[config.mk]
export PLATFORM = sky130hd
export DESIGN_NAME = scpm_top
export DESIGN_NICKNAME = d
export VERILOG_FILES = /design/src/scpm_pkg.sv /design/src/scpm_mod_cnt.sv /design/src/scpm_top.sv
export VERILOG_INCLUDE_DIRS = /design/src
export SDC_FILE = /design/constraint.sdc
export NUM_CORES = 1
export LEC_CHECK = 0
export BUFFER_PORTS_ARGS = -buffer_cell sky130_fd_sc_hd__buf_4
export CAP_MARGIN = 20
export CORE_MARGIN = 4
export CORE_UTILIZATION = 55
export DETAILED_ROUTE_END_ITERATION = 7
export PLACE_DENSITY = 0.73
export SLEW_MARGIN = 20
export SYNTH_ARGS = -nofsm -noshare
export SYNTH_HDL_FRONTEND = slang
export SYNTH_SLANG_ARGS = --single-unit
[constraint.sdc]
create_clock -name CLK -period 14.8 [get_ports CLK]
set_clock_uncertainty 0.2 [all_clocks]
set_input_delay 1.48 -clock CLK [delete_from_list [all_inputs] [get_ports CLK]]
set_output_delay 1.48 -clock CLK [all_outputs]
set_load 0.01 [all_outputs]
[src/scpm_cfg.svh]
// Constants for the scanner port, mode and clock command block
`ifndef SCPM_CFG_SVH
`define SCPM_CFG_SVH

// ************************************************************
// Character codes
// ************************************************************
`define SCPM_CH_0 8'h30
`define SCPM_CH_9 8'h39
`define SCPM_CH_A 8'h41
`define SCPM_CH_Z 8'h5a
`define SCPM_CH_EXEC 8'h58
`define SCPM_CH_GET 8'h47
`define SCPM_CH_PORT 8'h4f
`define SCPM_CH_PROG 8'h50
`define SCPM_CH_ALARM 8'h51
`define SCPM_CH_RESET 8'h52
`define SCPM_CH_TIME 8'h53

// ************************************************************
// Argument limits and codes
// ************************************************************
`define SCPM_OCT_MAX_MSD 4'h3
`define SCPM_OCT_DIGIT_MAX 4'h7
`define SCPM_PORT_MAX_DIGITS 3'h3
`define SCPM_TIME_MAX_DIGITS 3'h6
`define SCPM_ARG_INSPECT_ON 4'h3
`define SCPM_ARG_INSPECT_OFF 4'h4
`define SCPM_ARG_STATUS 4'h4
`define SCPM_BUF_MIN 7'h01
`define SCPM_BUF_MAX 7'h4b
`define SCPM_HOUR_MAX 7'h17
`define SCPM_MINSEC_MAX 7'h3b
`define SCPM_PORT_RESET 8'h00

// ************************************************************
// Timing
// ************************************************************
`define SCPM_CLK_NS 40
`define SCPM_SEC_NS 1000000000
`define SCPM_ALARM_MIN_NS 10000

`endif

[src/scpm_pkg.sv]
// Types for the scanner port, mode and clock command block
package scpm_pkg;

  typedef enum logic [1:0] {
    SCPM_STEP = 2'h0,
    SCPM_SINGLE = 2'h1,
    SCPM_CONT = 2'h2
  } scpm_scan_t;

  typedef enum logic [5:0] {
    SCPM_CMD_NONE = 6'h01,
    SCPM_CMD_PORT = 6'h02,
    SCPM_CMD_PROG = 6'h04,
    SCPM_CMD_ALARM = 6'h08,
    SCPM_CMD_RESET = 6'h10,
    SCPM_CMD_TIME = 6'h20
  } scpm_cmd_t;

  typedef struct packed {
    logic port_v;
    logic [7:0] port_val;
    logic mode_v;
    logic [3:0] mode_arg;
    logic alarm_v;
    logic [20:0] alarm;
    logic time_v;
    logic [20:0] tod;
    logic chrst;
    logic bufclr;
    logic [6:0] bufidx;
    logic stat;
    logic err;
  } scpm_pend_t;

endpackage

[src/scpm_mod_cnt.sv]
// Loadable modulo counter for one time-of-day field
`timescale 1ns/1ps
`default_nettype none
module scpm_mod_cnt #(
  parameter int W = 6,
  parameter logic [W-1:0] MAX = 6'h3b
) (
  input wire logic clk,
  input wire logic sys_rst,
  input wire logic load,
  input wire logic [W-1:0] load_val,
  input wire logic inc,
  output logic [W-1:0] value,
  output logic wrap
);
  logic [W-1:0] cnt_q;
  logic [W-1:0] cnt_d;

  assign wrap = inc && (cnt_q == MAX);
  assign value = cnt_q;

  always_comb begin
    cnt_d = cnt_q;
    if (load) begin
      cnt_d = load_val;
    end else if (wrap) begin
      cnt_d = '0;
    end else if (inc) begin
      cnt_d = cnt_q + W'(1);
    end
  end

  always_ff @(posedge clk or posedge sys_rst) begin
    if (sys_rst) begin
      cnt_q <= '0;
    end else begin
      cnt_q <= cnt_d;
    end
  end
endmodule
`default_nettype wire

[src/scpm_top.sv]
// Command interpreter for port output, scan mode, alarm, reset and time of day
`timescale 1ns/1ps
`default_nettype none
`include "scpm_cfg.svh"
module scpm_top #(
  parameter int TICK_CYCLES = `SCPM_SEC_NS / `SCPM_CLK_NS
) (
  input wire logic CLK,
  input wire logic SYS_RST,
  input wire logic [7:0] CHAR_DATA,
  input wire logic CHAR_STB,
  input wire logic BUS_CLEAR,
  input wire logic [7:0] DIG_IN,
  output logic [7:0] DIG_OUT,
  output scpm_pkg::scpm_scan_t SCAN_MODE,
  output logic INSPECT,
  output logic CONT_LED,
  output logic SERIAL_OUT_N,
  output logic CH_RESET,
  output logic BUF_CLEAR,
  output logic [6:0] BUF_INDEX,
  output logic STAT_VALID,
  output logic [7:0] STAT_IN,
  output logic [7:0] STAT_OUT,
  output logic CMD_ERROR,
  output logic [4:0] TOD_HOURS,
  output logic [5:0] TOD_MINUTES,
  output logic [5:0] TOD_SECONDS
);
  import scpm_pkg::*;

  localparam int ALARM_CYCLES = (`SCPM_ALARM_MIN_NS / `SCPM_CLK_NS) + 1;
  localparam int PW = $clog2(TICK_CYCLES);

  function automatic logic [6:0] bcd2bin(input logic [3:0] t, input logic [3:0] o);
    return ({3'h0, t} * 7'h0a) + {3'h0, o};
  endfunction

  // ************************************************************
  // Input synchroniser
  // ************************************************************
  logic [7:0] din_s1_q;
  logic [7:0] din_s2_q;

  always_ff @(posedge CLK or posedge SYS_RST) begin
    if (SYS_RST) begin
      din_s1_q <= 8'h00;
      din_s2_q <= 8'h00;
    end else begin
      din_s1_q <= DIG_IN;
      din_s2_q <= din_s1_q;
    end
  end

  // ************************************************************
  // Parser
  // ************************************************************
  scpm_cmd_t cmd_q, cmd_d;
  logic [23:0] acc_q, acc_d;
  logic [2:0] ndig_q, ndig_d;
  scpm_pend_t pend_q, pend_d, pend_now;
  logic is_digit, is_letter, commit;
  logic [3:0] d0, d1, d2, d3, d4, d5;
  logic [6:0] hh, mm, ss, rv;
  logic time_ok;

  always_comb begin
    is_digit = (CHAR_DATA >= `SCPM_CH_0) && (CHAR_DATA <= `SCPM_CH_9);
    is_letter = (CHAR_DATA >= `SCPM_CH_A) && (CHAR_DATA <= `SCPM_CH_Z);
    commit = CHAR_STB && (CHAR_DATA == `SCPM_CH_EXEC) && !BUS_CLEAR;
    {d5, d4, d3, d2, d1, d0} = acc_q;
    hh = bcd2bin(d5, d4);
    mm = bcd2bin(d3, d2);
    ss = bcd2bin(d1, d0);
    rv = bcd2bin(d1, d0);
    time_ok = (ndig_q != 3'h0) && (ndig_q <= `SCPM_TIME_MAX_DIGITS) &&
              (hh <= `SCPM_HOUR_MAX) && (mm <= `SCPM_MINSEC_MAX) && (ss <= `SCPM_MINSEC_MAX);
    cmd_d = cmd_q;
    acc_d = acc_q;
    ndig_d = ndig_q;
    pend_now = pend_q;
    if (CHAR_STB && is_letter) begin
      // Each command closes when the next letter or the execute character arrives
      case (cmd_q)
        SCPM_CMD_PORT: begin
          if ((ndig_q != 3'h0) && (ndig_q <= `SCPM_PORT_MAX_DIGITS) &&
              (d2 <= `SCPM_OCT_MAX_MSD) && (d1 <= `SCPM_OCT_DIGIT_MAX) &&
              (d0 <= `SCPM_OCT_DIGIT_MAX)) begin
            pend_now.port_v = 1'b1;
            pend_now.port_val = {d2[1:0], d1[2:0], d0[2:0]};
          end else begin
            pend_now.err = 1'b1;
          end
        end
        SCPM_CMD_PROG: begin
          if ((ndig_q == 3'h1) && (d0 <= `SCPM_ARG_INSPECT_OFF)) begin
            pend_now.mode_v = 1'b1;
            pend_now.mode_arg = d0;
          end else begin
            pend_now.err = 1'b1;
          end
        end
        SCPM_CMD_ALARM: begin
          if (time_ok) begin
            pend_now.alarm_v = 1'b1;
            pend_now.alarm = {hh[4:0], mm[5:0], ss[5:0], 4'h0};
          end else begin
            pend_now.err = 1'b1;
          end
        end
        SCPM_CMD_TIME: begin
          if (time_ok) begin
            pend_now.time_v = 1'b1;
            pend_now.tod = {hh[4:0], mm[5:0], ss[5:0], 4'h0};
          end else begin
            pend_now.err = 1'b1;
          end
        end
        SCPM_CMD_RESET: begin
          if (ndig_q == 3'h0) begin
            pend_now.chrst = 1'b1;
          end else if ((ndig_q <= 3'h2) && (rv >= `SCPM_BUF_MIN) && (rv <= `SCPM_BUF_MAX)) begin
            pend_now.bufclr = 1'b1;
            pend_now.bufidx = rv;
          end else begin
            pend_now.err = 1'b1;
          end
        end
        SCPM_CMD_NONE: begin
        end
        default: begin
        end
      endcase
      acc_d = 24'h000000;
      ndig_d = 3'h0;
      case (CHAR_DATA)
        `SCPM_CH_PORT: cmd_d = SCPM_CMD_PORT;
        `SCPM_CH_PROG: cmd_d = SCPM_CMD_PROG;
        `SCPM_CH_ALARM: cmd_d = SCPM_CMD_ALARM;
        `SCPM_CH_RESET: cmd_d = SCPM_CMD_RESET;
        `SCPM_CH_TIME: cmd_d = SCPM_CMD_TIME;
        default: cmd_d = SCPM_CMD_NONE;
      endcase
      // Status request is a two-character command, caught by the letter tracker below from the previous letter
    end else if (CHAR_STB && is_digit) begin
      // Separators are skipped, so digits alone fill the fields from the right
      acc_d = {acc_q[19:0], CHAR_DATA[3:0]};
      ndig_d = (ndig_q == 3'h7) ? ndig_q : ndig_q + 3'h1;
    end
    pend_d = pend_now;
    if (commit) begin
      cmd_d = SCPM_CMD_NONE;
      pend_d = '0;
    end
    if (BUS_CLEAR) begin
      cmd_d = SCPM_CMD_NONE;
      acc_d = 24'h000000;
      ndig_d = 3'h0;
      pend_d = '0;
    end
  end

  always_ff @(posedge CLK or posedge SYS_RST) begin
    if (SYS_RST) begin
      cmd_q <= SCPM_CMD_NONE;
      acc_q <= 24'h000000;
      ndig_q <= 3'h0;
      pend_q <= '0;
    end else begin
      cmd_q <= cmd_d;
      acc_q <= acc_d;
      ndig_q <= ndig_d;
      pend_q <= pend_d;
    end
  end

  // ************************************************************
  // Status request letter tracker
  // ************************************************************
  logic get_q, get_d, stat_arm_q, stat_arm_d;
  logic port_status_with_prefix;

  always_comb begin
    get_d = get_q;
    stat_arm_d = stat_arm_q;
    if (CHAR_STB && is_letter) begin
      get_d = (CHAR_DATA == `SCPM_CH_GET);
    end else if (CHAR_STB && is_digit) begin
      stat_arm_d = stat_arm_q | (get_q && (CHAR_DATA[3:0] == `SCPM_ARG_STATUS));
      get_d = 1'b0;
    end
    port_status_with_prefix = commit && stat_arm_q;
    if (commit || BUS_CLEAR) begin
      get_d = 1'b0;
      stat_arm_d = 1'b0;
    end
  end

  always_ff @(posedge CLK or posedge SYS_RST) begin
    if (SYS_RST) begin
      get_q <= 1'b0;
      stat_arm_q <= 1'b0;
    end else begin
      get_q <= get_d;
      stat_arm_q <= stat_arm_d;
    end
  end

  // ************************************************************
  // Execution state
  // ************************************************************
  logic [7:0] dout_q, dout_d, sin_q, sin_d, sout_q, sout_d;
  scpm_scan_t mode_q, mode_d, prev_q, prev_d;
  logic insp_q, insp_d, armed_q, armed_d;
  logic [16:0] alarm_q, alarm_d;
  logic chrst_q, chrst_d, bclr_q, bclr_d, sv_q, sv_d, err_q, err_d;
  logic [6:0] bidx_q, bidx_d;
  logic inspect_on, inspect_off_restore;

  always_comb begin
    dout_d = dout_q;
    mode_d = mode_q;
    prev_d = prev_q;
    insp_d = insp_q;
    armed_d = armed_q;
    alarm_d = alarm_q;
    bidx_d = bidx_q;
    sin_d = sin_q;
    sout_d = sout_q;
    chrst_d = 1'b0;
    bclr_d = 1'b0;
    sv_d = 1'b0;
    err_d = 1'b0;
    inspect_on = pend_now.mode_v && (pend_now.mode_arg == `SCPM_ARG_INSPECT_ON);
    inspect_off_restore = pend_now.mode_v && (pend_now.mode_arg == `SCPM_ARG_INSPECT_OFF);
    if (commit) begin
      if (pend_now.port_v) begin
        dout_d = pend_now.port_val;
      end
      if (inspect_on) begin
        if (!insp_q) begin
          prev_d = mode_q;
        end
        insp_d = 1'b1;
      end else if (inspect_off_restore) begin
        insp_d = 1'b0;
        mode_d = insp_q ? prev_q : mode_q;
      end else if (pend_now.mode_v) begin
        mode_d = scpm_scan_t'(pend_now.mode_arg[1:0]);
        prev_d = scpm_scan_t'(pend_now.mode_arg[1:0]);
      end
      if (pend_now.alarm_v) begin
        alarm_d = pend_now.alarm[20:4];
        armed_d = 1'b1;
      end
      chrst_d = pend_now.chrst;
      bclr_d = pend_now.bufclr;
      if (pend_now.bufclr) begin
        bidx_d = pend_now.bufidx;
      end
      err_d = pend_now.err;
      if (port_status_with_prefix) begin
        sv_d = 1'b1;
        sin_d = din_s2_q;
        sout_d = pend_now.port_v ? pend_now.port_val : dout_q;
      end
    end
    if (BUS_CLEAR) begin
      dout_d = `SCPM_PORT_RESET;
    end
  end

  always_ff @(posedge CLK or posedge SYS_RST) begin
    if (SYS_RST) begin
      dout_q <= `SCPM_PORT_RESET;
      mode_q <= SCPM_STEP;
      prev_q <= SCPM_STEP;
      insp_q <= 1'b0;
      armed_q <= 1'b0;
      alarm_q <= 17'h00000;
      bidx_q <= 7'h00;
      sin_q <= 8'h00;
      sout_q <= 8'h00;
      chrst_q <= 1'b0;
      bclr_q <= 1'b0;
      sv_q <= 1'b0;
      err_q <= 1'b0;
    end else begin
      dout_q <= dout_d;
      mode_q <= mode_d;
      prev_q <= prev_d;
      insp_q <= insp_d;
      armed_q <= armed_d;
      alarm_q <= alarm_d;
      bidx_q <= bidx_d;
      sin_q <= sin_d;
      sout_q <= sout_d;
      chrst_q <= chrst_d;
      bclr_q <= bclr_d;
      sv_q <= sv_d;
      err_q <= err_d;
    end
  end

  // ************************************************************
  // Time of day and alarm pulse
  // ************************************************************
  logic [PW-1:0] pre_q, pre_d;
  logic tick, chk_q, chk_d, tod_load, s_wrap, m_wrap;
  logic [8:0] pcnt_q, pcnt_d;
  logic [4:0] tod_h;
  logic [5:0] tod_m, tod_s;

  assign tod_load = commit && pend_now.time_v;
  assign tick = (pre_q == PW'(TICK_CYCLES - 1));

  scpm_mod_cnt #(.W(6), .MAX(6'h3b)) u_sec (
    .clk(CLK), .sys_rst(SYS_RST), .load(tod_load), .load_val(pend_now.tod[9:4]),
    .inc(tick), .value(tod_s), .wrap(s_wrap)
  );
  scpm_mod_cnt #(.W(6), .MAX(6'h3b)) u_min (
    .clk(CLK), .sys_rst(SYS_RST), .load(tod_load), .load_val(pend_now.tod[15:10]),
    .inc(s_wrap), .value(tod_m), .wrap(m_wrap)
  );
  scpm_mod_cnt #(.W(5), .MAX(5'h17)) u_hour (
    .clk(CLK), .sys_rst(SYS_RST), .load(tod_load), .load_val(pend_now.tod[20:16]),
    .inc(m_wrap), .value(tod_h), .wrap()
  );

  always_comb begin
    // Restarting the prescaler on a load keeps the first second whole
    pre_d = (tick || tod_load) ? '0 : pre_q + PW'(1);
    chk_d = tick && !tod_load;
    pcnt_d = (pcnt_q != 9'h000) ? pcnt_q - 9'h001 : 9'h000;
    // Only the cycle after a tick is examined, so a match fires once a day
    if (chk_q && armed_q && ({tod_h, tod_m, tod_s} == alarm_q)) begin
      pcnt_d = 9'(ALARM_CYCLES);
    end
  end

  always_ff @(posedge CLK or posedge SYS_RST) begin
    if (SYS_RST) begin
      pre_q <= '0;
      chk_q <= 1'b0;
      pcnt_q <= 9'h000;
    end else begin
      pre_q <= pre_d;
      chk_q <= chk_d;
      pcnt_q <= pcnt_d;
    end
  end

  logic ser_n_q;

  always_ff @(posedge CLK or posedge SYS_RST) begin
    if (SYS_RST) begin
      ser_n_q <= 1'b1;
    end else begin
      ser_n_q <= (pcnt_d == 9'h000);
    end
  end

  // ************************************************************
  // Outputs
  // ************************************************************
  assign DIG_OUT = dout_q;
  assign SCAN_MODE = mode_q;
  assign INSPECT = insp_q;
  assign CONT_LED = (mode_q == SCPM_CONT) && !insp_q;
  assign SERIAL_OUT_N = ser_n_q;
  assign CH_RESET = chrst_q;
  assign BUF_CLEAR = bclr_q;
  assign BUF_INDEX = bidx_q;
  assign STAT_VALID = sv_q;
  assign STAT_IN = sin_q;
  assign STAT_OUT = sout_q;
  assign CMD_ERROR = err_q;
  assign TOD_HOURS = tod_h;
  assign TOD_MINUTES = tod_m;
  assign TOD_SECONDS = tod_s;
endmodule
`default_nettype wire

== Word level (Yosys, flattened, before mapping) ==
Index checks and enable logic that the tools add are counted.
Word-level totals
  bits of input ports: 20
  word-level logic and storage cells: 219
  output and inout port bits: 57
  bits in registers: 222
Cells by class
  reductions and logical operators: 58
  muxes and demuxes: 66
  $lt $le $gt $ge: 16
  equal/unequal tests: 26
  $add $sub $neg: 9
  bitwise operators: 2
  multiply operators: 3
Operator list (count)
  2-to-1 mux 69 bit: 2
  2-to-1 mux 22 bit: 4
  2-to-1 mux 24 bit: 3
  2-to-1 mux 67 bit: 1
  == test 8 x 7 -> 1 bit (second input constant): 7
  2-to-1 mux 6 bit: 9
  2-to-1 mux 9 bit: 5
  2-to-1 mux 8 bit: 5
  one-hot mux 6 bit (5 select lines): 1
  logical AND 1 bit: 29
  adder 25 x 1 -> 25 bit (second input constant): 1
  == test 25 bit (second input constant): 1
  2-to-1 mux 25 bit: 1
  2-to-1 mux 5 bit: 5
  adder 7 x 4 -> 7 bit: 3
  nonzero test 3 bit: 7
  2-to-1 mux 1 bit: 20
  == test 6 bit (second input constant): 3
  multiplier 4 x 3 -> 6 bit (second input constant): 3
  == test 17 bit: 1
  less-or-equal comparator 7 x 6 -> 1 bit (second input constant): 2
  adder 6 x 1 -> 6 bit (second input constant): 2
  less-or-equal comparator 4 x 3 -> 1 bit (second input constant): 3
  2-to-1 mux 3 bit: 4
  39 further kinds: 58

== Longest topological paths before layout ==
  depth in word-level cells: 13
  mapped depth: 14
  mapped depth without buffers: 12

== By module ==
Synthesis repeated with hierarchy kept, for this count alone.
Unflattened totals
  cells, all modules: 1209
  area, all modules: 11778.8 sq um
By module, submodules not included
  scpm_top: area each 10766.6 sq um, seq. area each 5132.4 sq um, cells each 1100, instances 1
  scpm_mod_cnt at u_min ...: area each 355.3 sq um, seq. area each 150.1 sq um, cells each 40, instances 2
  scpm_mod_cnt at u_hour: area each 301.5 sq um, seq. area each 125.1 sq um, cells each 29, instances 1

== Least setup slack after synthesis ==
No wires, ideal clock.
  path type: register to register
  from: register acc_q[5]
  to: register u_sec.cnt_q[4], in the netlist u_sec.value[4]
  library setup time: 0.123 ns
  cell stages (with the launch flop): 14
  path buffers: 1
  setup slack: 10.881 ns
  arrival: 3.596 ns
  data required time: 14.477 ns
  clock period less this slack: 3.919 ns
  path through: dfrtp_1 > ha_1 > ha_1 > inv_1 > fa_1 > nand2b_1 > a2bb2oi_2 > and2_4 > a2111oi_4 > nand3_4 > or3_4 > or3_1 > buf_2 > o221a_1
Between the ends
  longest elaborated chain between the ends: 9
  elaborated cells between the ends (all ways): 10
  those cells by class: add/sub (1); mul (1); order compare (1); mux (4); reduce/logical (3)
Ends and longest elaborated chain
  start, declared: RTL line scpm_top.sv:59  | logic [23:0] acc_q, acc_d;
  start signal, assigned: RTL line scpm_top.sv:166  | acc_q <= 24'h000000;
  start signal, assigned: RTL line scpm_top.sv:171  | acc_q <= acc_d;
  multiplier 4 x 3 -> 6 bit (*): RTL line scpm_top.sv:36  | return ({3'h0, t} * 7'h0a) + {3'h0, o};
  adder 7 x 4 -> 7 bit (*): RTL line scpm_top.sv:36
  less-or-equal comparator 7 x 6 -> 1 bit (no line)
  logical AND 1 bit: RTL line scpm_top.sv:76  | time_ok = (ndig_q != 3'h0) && (ndig_q <= `SCPM_TIME_MAX_DIGITS) &&
  2-to-1 mux 22 bit (*): RTL line scpm_top.sv:112  | if (time_ok) begin
  2-to-1 mux 22 bit (*): RTL line scpm_top.sv:84  | case (cmd_q)
  2-to-1 mux 67 bit (*): RTL line scpm_top.sv:82  | if (CHAR_STB && is_letter) begin
  logical AND 1 bit: RTL line scpm_top.sv:314  | assign tod_load = commit && pend_now.time_v;
  nonzero test 3 bit (no line) / 2-to-1 mux 6 bit (equally long branches)
  end signal, assigned: RTL line scpm_mod_cnt.sv:37  | cnt_q <= cnt_d;
  end, declared: RTL line scpm_mod_cnt.sv:16  | logic [W-1:0] cnt_q;
Mark *: on every way between the ends. The rest lies on a longest branch, timed or not. The select of a mux whose other input is x is not followed.
A chain may end at the register's enable or synchronous reset.

== Final worst setup path ==
  from: register acc_q[5]
  to: register alarm_q[1]
Between the ends
  longest elaborated chain between the ends: 8
Ends and longest elaborated chain
  multiplier 4 x 3 -> 6 bit (*): RTL line scpm_top.sv:36
  adder 7 x 4 -> 7 bit (*): RTL line scpm_top.sv:36
  less-or-equal comparator 7 x 6 -> 1 bit (no line) (*)
  logical AND 1 bit (*): RTL line scpm_top.sv:76
  2-to-1 mux 22 bit (*): RTL line scpm_top.sv:104  | if (time_ok) begin
  2-to-1 mux 22 bit (*): RTL line scpm_top.sv:84
  2-to-1 mux 67 bit (*): RTL line scpm_top.sv:82
  AND reduction 2 bit (no line)
  end signal, assigned: RTL line scpm_top.sv:294  | alarm_q <= alarm_d;
  end, declared: RTL line scpm_top.sv:215  | logic [16:0] alarm_q, alarm_d;
Marked as above.

==> results.py <==
metrics = {
    "grt": {
        "overflow": 0,
        "use_met3": 0.02978,
        "grt_pass1_vias": 8000,
        "grt_use_total": 0.2265,
        "antenna_found_initial": 0,
        "busiest_layer": "met2",
        "grt_pass1_wl_um": 41280,
        "grt_use_met2": 0.3634,
        "met1_usage": 0.3327,
        "grt_max_degree": 83,
    },
    "worst_setup_path": {
        "critPathKind": "flop to flop",
        "cp_data_required_time_ns": 15.03,
        "crit_top_cell": "ha_1",
        "cp_top_family": "compound AO/OA/AOI/OAI gates",
        "cp_max_fo": 18,
        "slowest_delay_ns": 0.89,
        "cp-end-kind": "flop",
        "start_kind": "flop",
        "worst-path-buf-inv": 1,
        "crit_chain": "ha_1 -> ha_1 -> inv_1 -> fa_1 -> nand2b_1 -> a2bb2oi_2 -> and2_4 -> a2111oi_4 -> nand3_4 -> nor3_2 -> o21a_1 -> a2bb2oi_1",
        "cp_data_arrival_time_ns": 4.90,
        "critPathSlowestCell": "nor3_2",
    },
    "timing": {
        "fin_hold_ws_ns": 0.1479,
        "slew_viol_final": 0,
        "max_freq_mhz": 213.9,
        "finalCritPeriodShare": 0.3159,
        "period_minus_slack_ns": 4.676,
        "rsz0062_at_grt": "no",
        "tightest_slew_ns": 1.100,
        "setup_viol": 0,
        "final.setup.tns_ns": 0,
        "max_slew_margin": 0.2602,
        "hold_viol_final": 0,
    },
    "synth": {
        "synth_top_area_cell": "dfrtp_1",
        "yosys.area.top_type_share": 0.5016,
        "synth_area_leaders": "dfrtp_1 50%, nand2_1 4.9%, nor2_1 4.2%",
        "synth_cells": 1099,
        "synthesis.area_um2": 10980,
        "syn_avg_cell_area_um2": 9.987,
        "async_flop_share": 1.000,
        "ys.flop_type": "dfrtp_1",
        "synth_edf_count": 0,
        "ys_ff_latch": 222,
        "syn_nets": 1155,
        "ys_warn_count": 0,
        "synth-seq-area-share": 0.5064,
        "yosysUniqueCellTypes": 76,
    },
    "pwr": {
        "power.density_nw_per_um2": 99.27,
        "ir_worst_vdd_mv": 0.07780,
        "p_leak_uw": 0.005850,
        "power_uw": 1245,
    },
    "clocking": {
        "cts_tree": "done",
        "clk_path_buf_depth": 3,
        "cts-hold-fix-buffers": 0,
        "numCtsBuffers": 24,
        "cts-root-buf": "clkbuf_16",
        "clkSlewWorstSetupHoldPaths_ns": 0.06,
        "postCtsSetupBuffers": 0,
        "cts_max_level": 1,
        "cts.repair.resized": 0,
        "numClockSinks": 222,
        "insertion_delay_ns": 0.51,
    },
    "die": {
        "start_util": 0.5621,
        "core_um2": 19530,
        "die_h_um": 149.3,
        "boundaryPins": 77,
        "rows": 51,
        "die_x_um": 149.3,
        "die_area_um2": 22280,
    },
    "placement": {
        "dpl_cell_area_um2": 11760,
        "port_buffers": 76,
        "dpl.hpwl_um": 16710,
        "place.gp.congestion": 0.8594,
    },
    "cells_and_area": {
        "num_antenna_cells": 0,
        "mostFrequentLayoutCells": "220 x dfrtp_1, 144 x nand2_1, 121 x nor2_1, 87 x buf_4, 78 x a21oi_1",
        "nNetsFinal": 1213,
        "stdcell_area_um2": 12540,
        "drive_gt1_frac": 0.1349,
        "areaGrowthSynthToFinish_pct": 14.27,
        "final_common_cell": "dfrtp_1",
    },
    "job": {
        "maxCapViolCount": 0,
    },
    "detailed_routing": {
        "avgRoutedWirePerCell_um": 17.40,
        "drtIter0Drc": 593,
        "drt-vias-per-instance": 5.765,
        "dr_total_vias": 8279,
        "wl_um": 24990,
        "ant_nets": 0,
        "post-route-drc-count": 0,
        "first_pass_iters": 5,
    },
    "status": {
        "status": "complete, no violations",
    },
    "min_path": {
        "hp-class": "flop to flop",
    },
}
-- kinds of logic after synthesis --
kind of cell             count (synthesis)  share of synthesized area
XOR/XNOR                                62                    0.04948
flip-flops                             222                     0.5064
multiplexers                            51                    0.04754
buffers and inverters                   81                    0.02873
AO/OA/AOI/OAI                          223                     0.1359
AND/OR/NAND/NOR                        423                     0.1859
adder cells (fa/ha/maj)                 37                    0.04606
-- stage by stage --
step           setup WS [ns]    util  instances
6_report               10.12  0.6423       1436
5_1_grt                9.876  0.6423       1436
4_1_cts                10.16  0.6423       1436
3_5_place_dp           9.960  0.6020       1396
3_3_place_gp           10.07  0.6020       1396
2_1_floorplan          7.046       -       1099
-- routing by layer --
metal / wire length, µm / part of all wire / vias up
met2: 11850 / 0.47 / 223
met3: 1234 / 0.049 / 38
met4: 462 / 0.018 / 0
met1: 11440 / 0.46 / 4043
li1: - / - / 3975
met5: 0 / 0 / -
-- cell type report --
| class | count | area [µm²] |
|---|---|---|
| sequential | 222 | 5558 |
| fill | 1625 | 6984 |
| timing repair buffer | 87 | 653.1 |
| multi-input combinational | 796 | 5109 |
| clock inverter | 8 | 93.84 |
| tap | 265 | 331.6 |
| inverter | 26 | 105.1 |
| clock buffer | 32 | 691.9 |
-- registers in the layout, indices dropped and copies added, names as in the netlist, 7 cells and up --
signal	flops
pcnt_q	9
pend_q	60
din_s2_q	8
acc_q	24
STAT_OUT	8
alarm_q	17
DIG_OUT	8
pre_q	25
BUF_INDEX	7
din_s1_q	8
STAT_IN	8
-- Yosys cell counts, drive strengths merged (5+ instances only) --
cell type,instances
o21ai,34
xor2,31
nand4,11
nand3,32
and3,20
a221o,5
dfrtp,220
xnor2,31
nor3,18
nor2,122
and2,6
a31oi,8
buf,10
or3,7
clkbuf,45
mux2,9
o22ai,23
nor4,11
mux2i,42
fa,6
ha,30
a2bb2oi,18
a21oi,78
nor2b,8
o221a,11
nand2,144
nand2b,17
o31ai,5
inv,26
o21a,10
-- path summary, 6_finish.rpt --
path                                             from                endpoint  slack, ns  cells after the start
worst max-delay path             acc_q[5]$_DFFE_PP0P_  alarm_q[1]$_DFFE_PP0P_      10.12                     12
worst min-delay path            din_s1_q[7]$_DFF_PP0_   din_s2_q[7]$_DFF_PP0_       0.15                      0
worst max register to register   acc_q[5]$_DFFE_PP0P_  alarm_q[1]$_DFFE_PP0P_      10.12                     12
worst min register to register  din_s1_q[7]$_DFF_PP0_   din_s2_q[7]$_DFF_PP0_       0.15                      0
max in group asynchronous                     SYS_RST     pre_q[21]$_DFF_PP0_      12.14                      3
min in group asynchronous                     SYS_RST   acc_q[20]$_DFFE_PP0P_       0.83                      2
-- where the power goes --
group,switching [µW],internal (µW)
Sequential,3.92,612
Combinational,23.7,8.35
Clock,236,361
Total,264,981
Note: power is estimated with default switching activity, not from simulation.
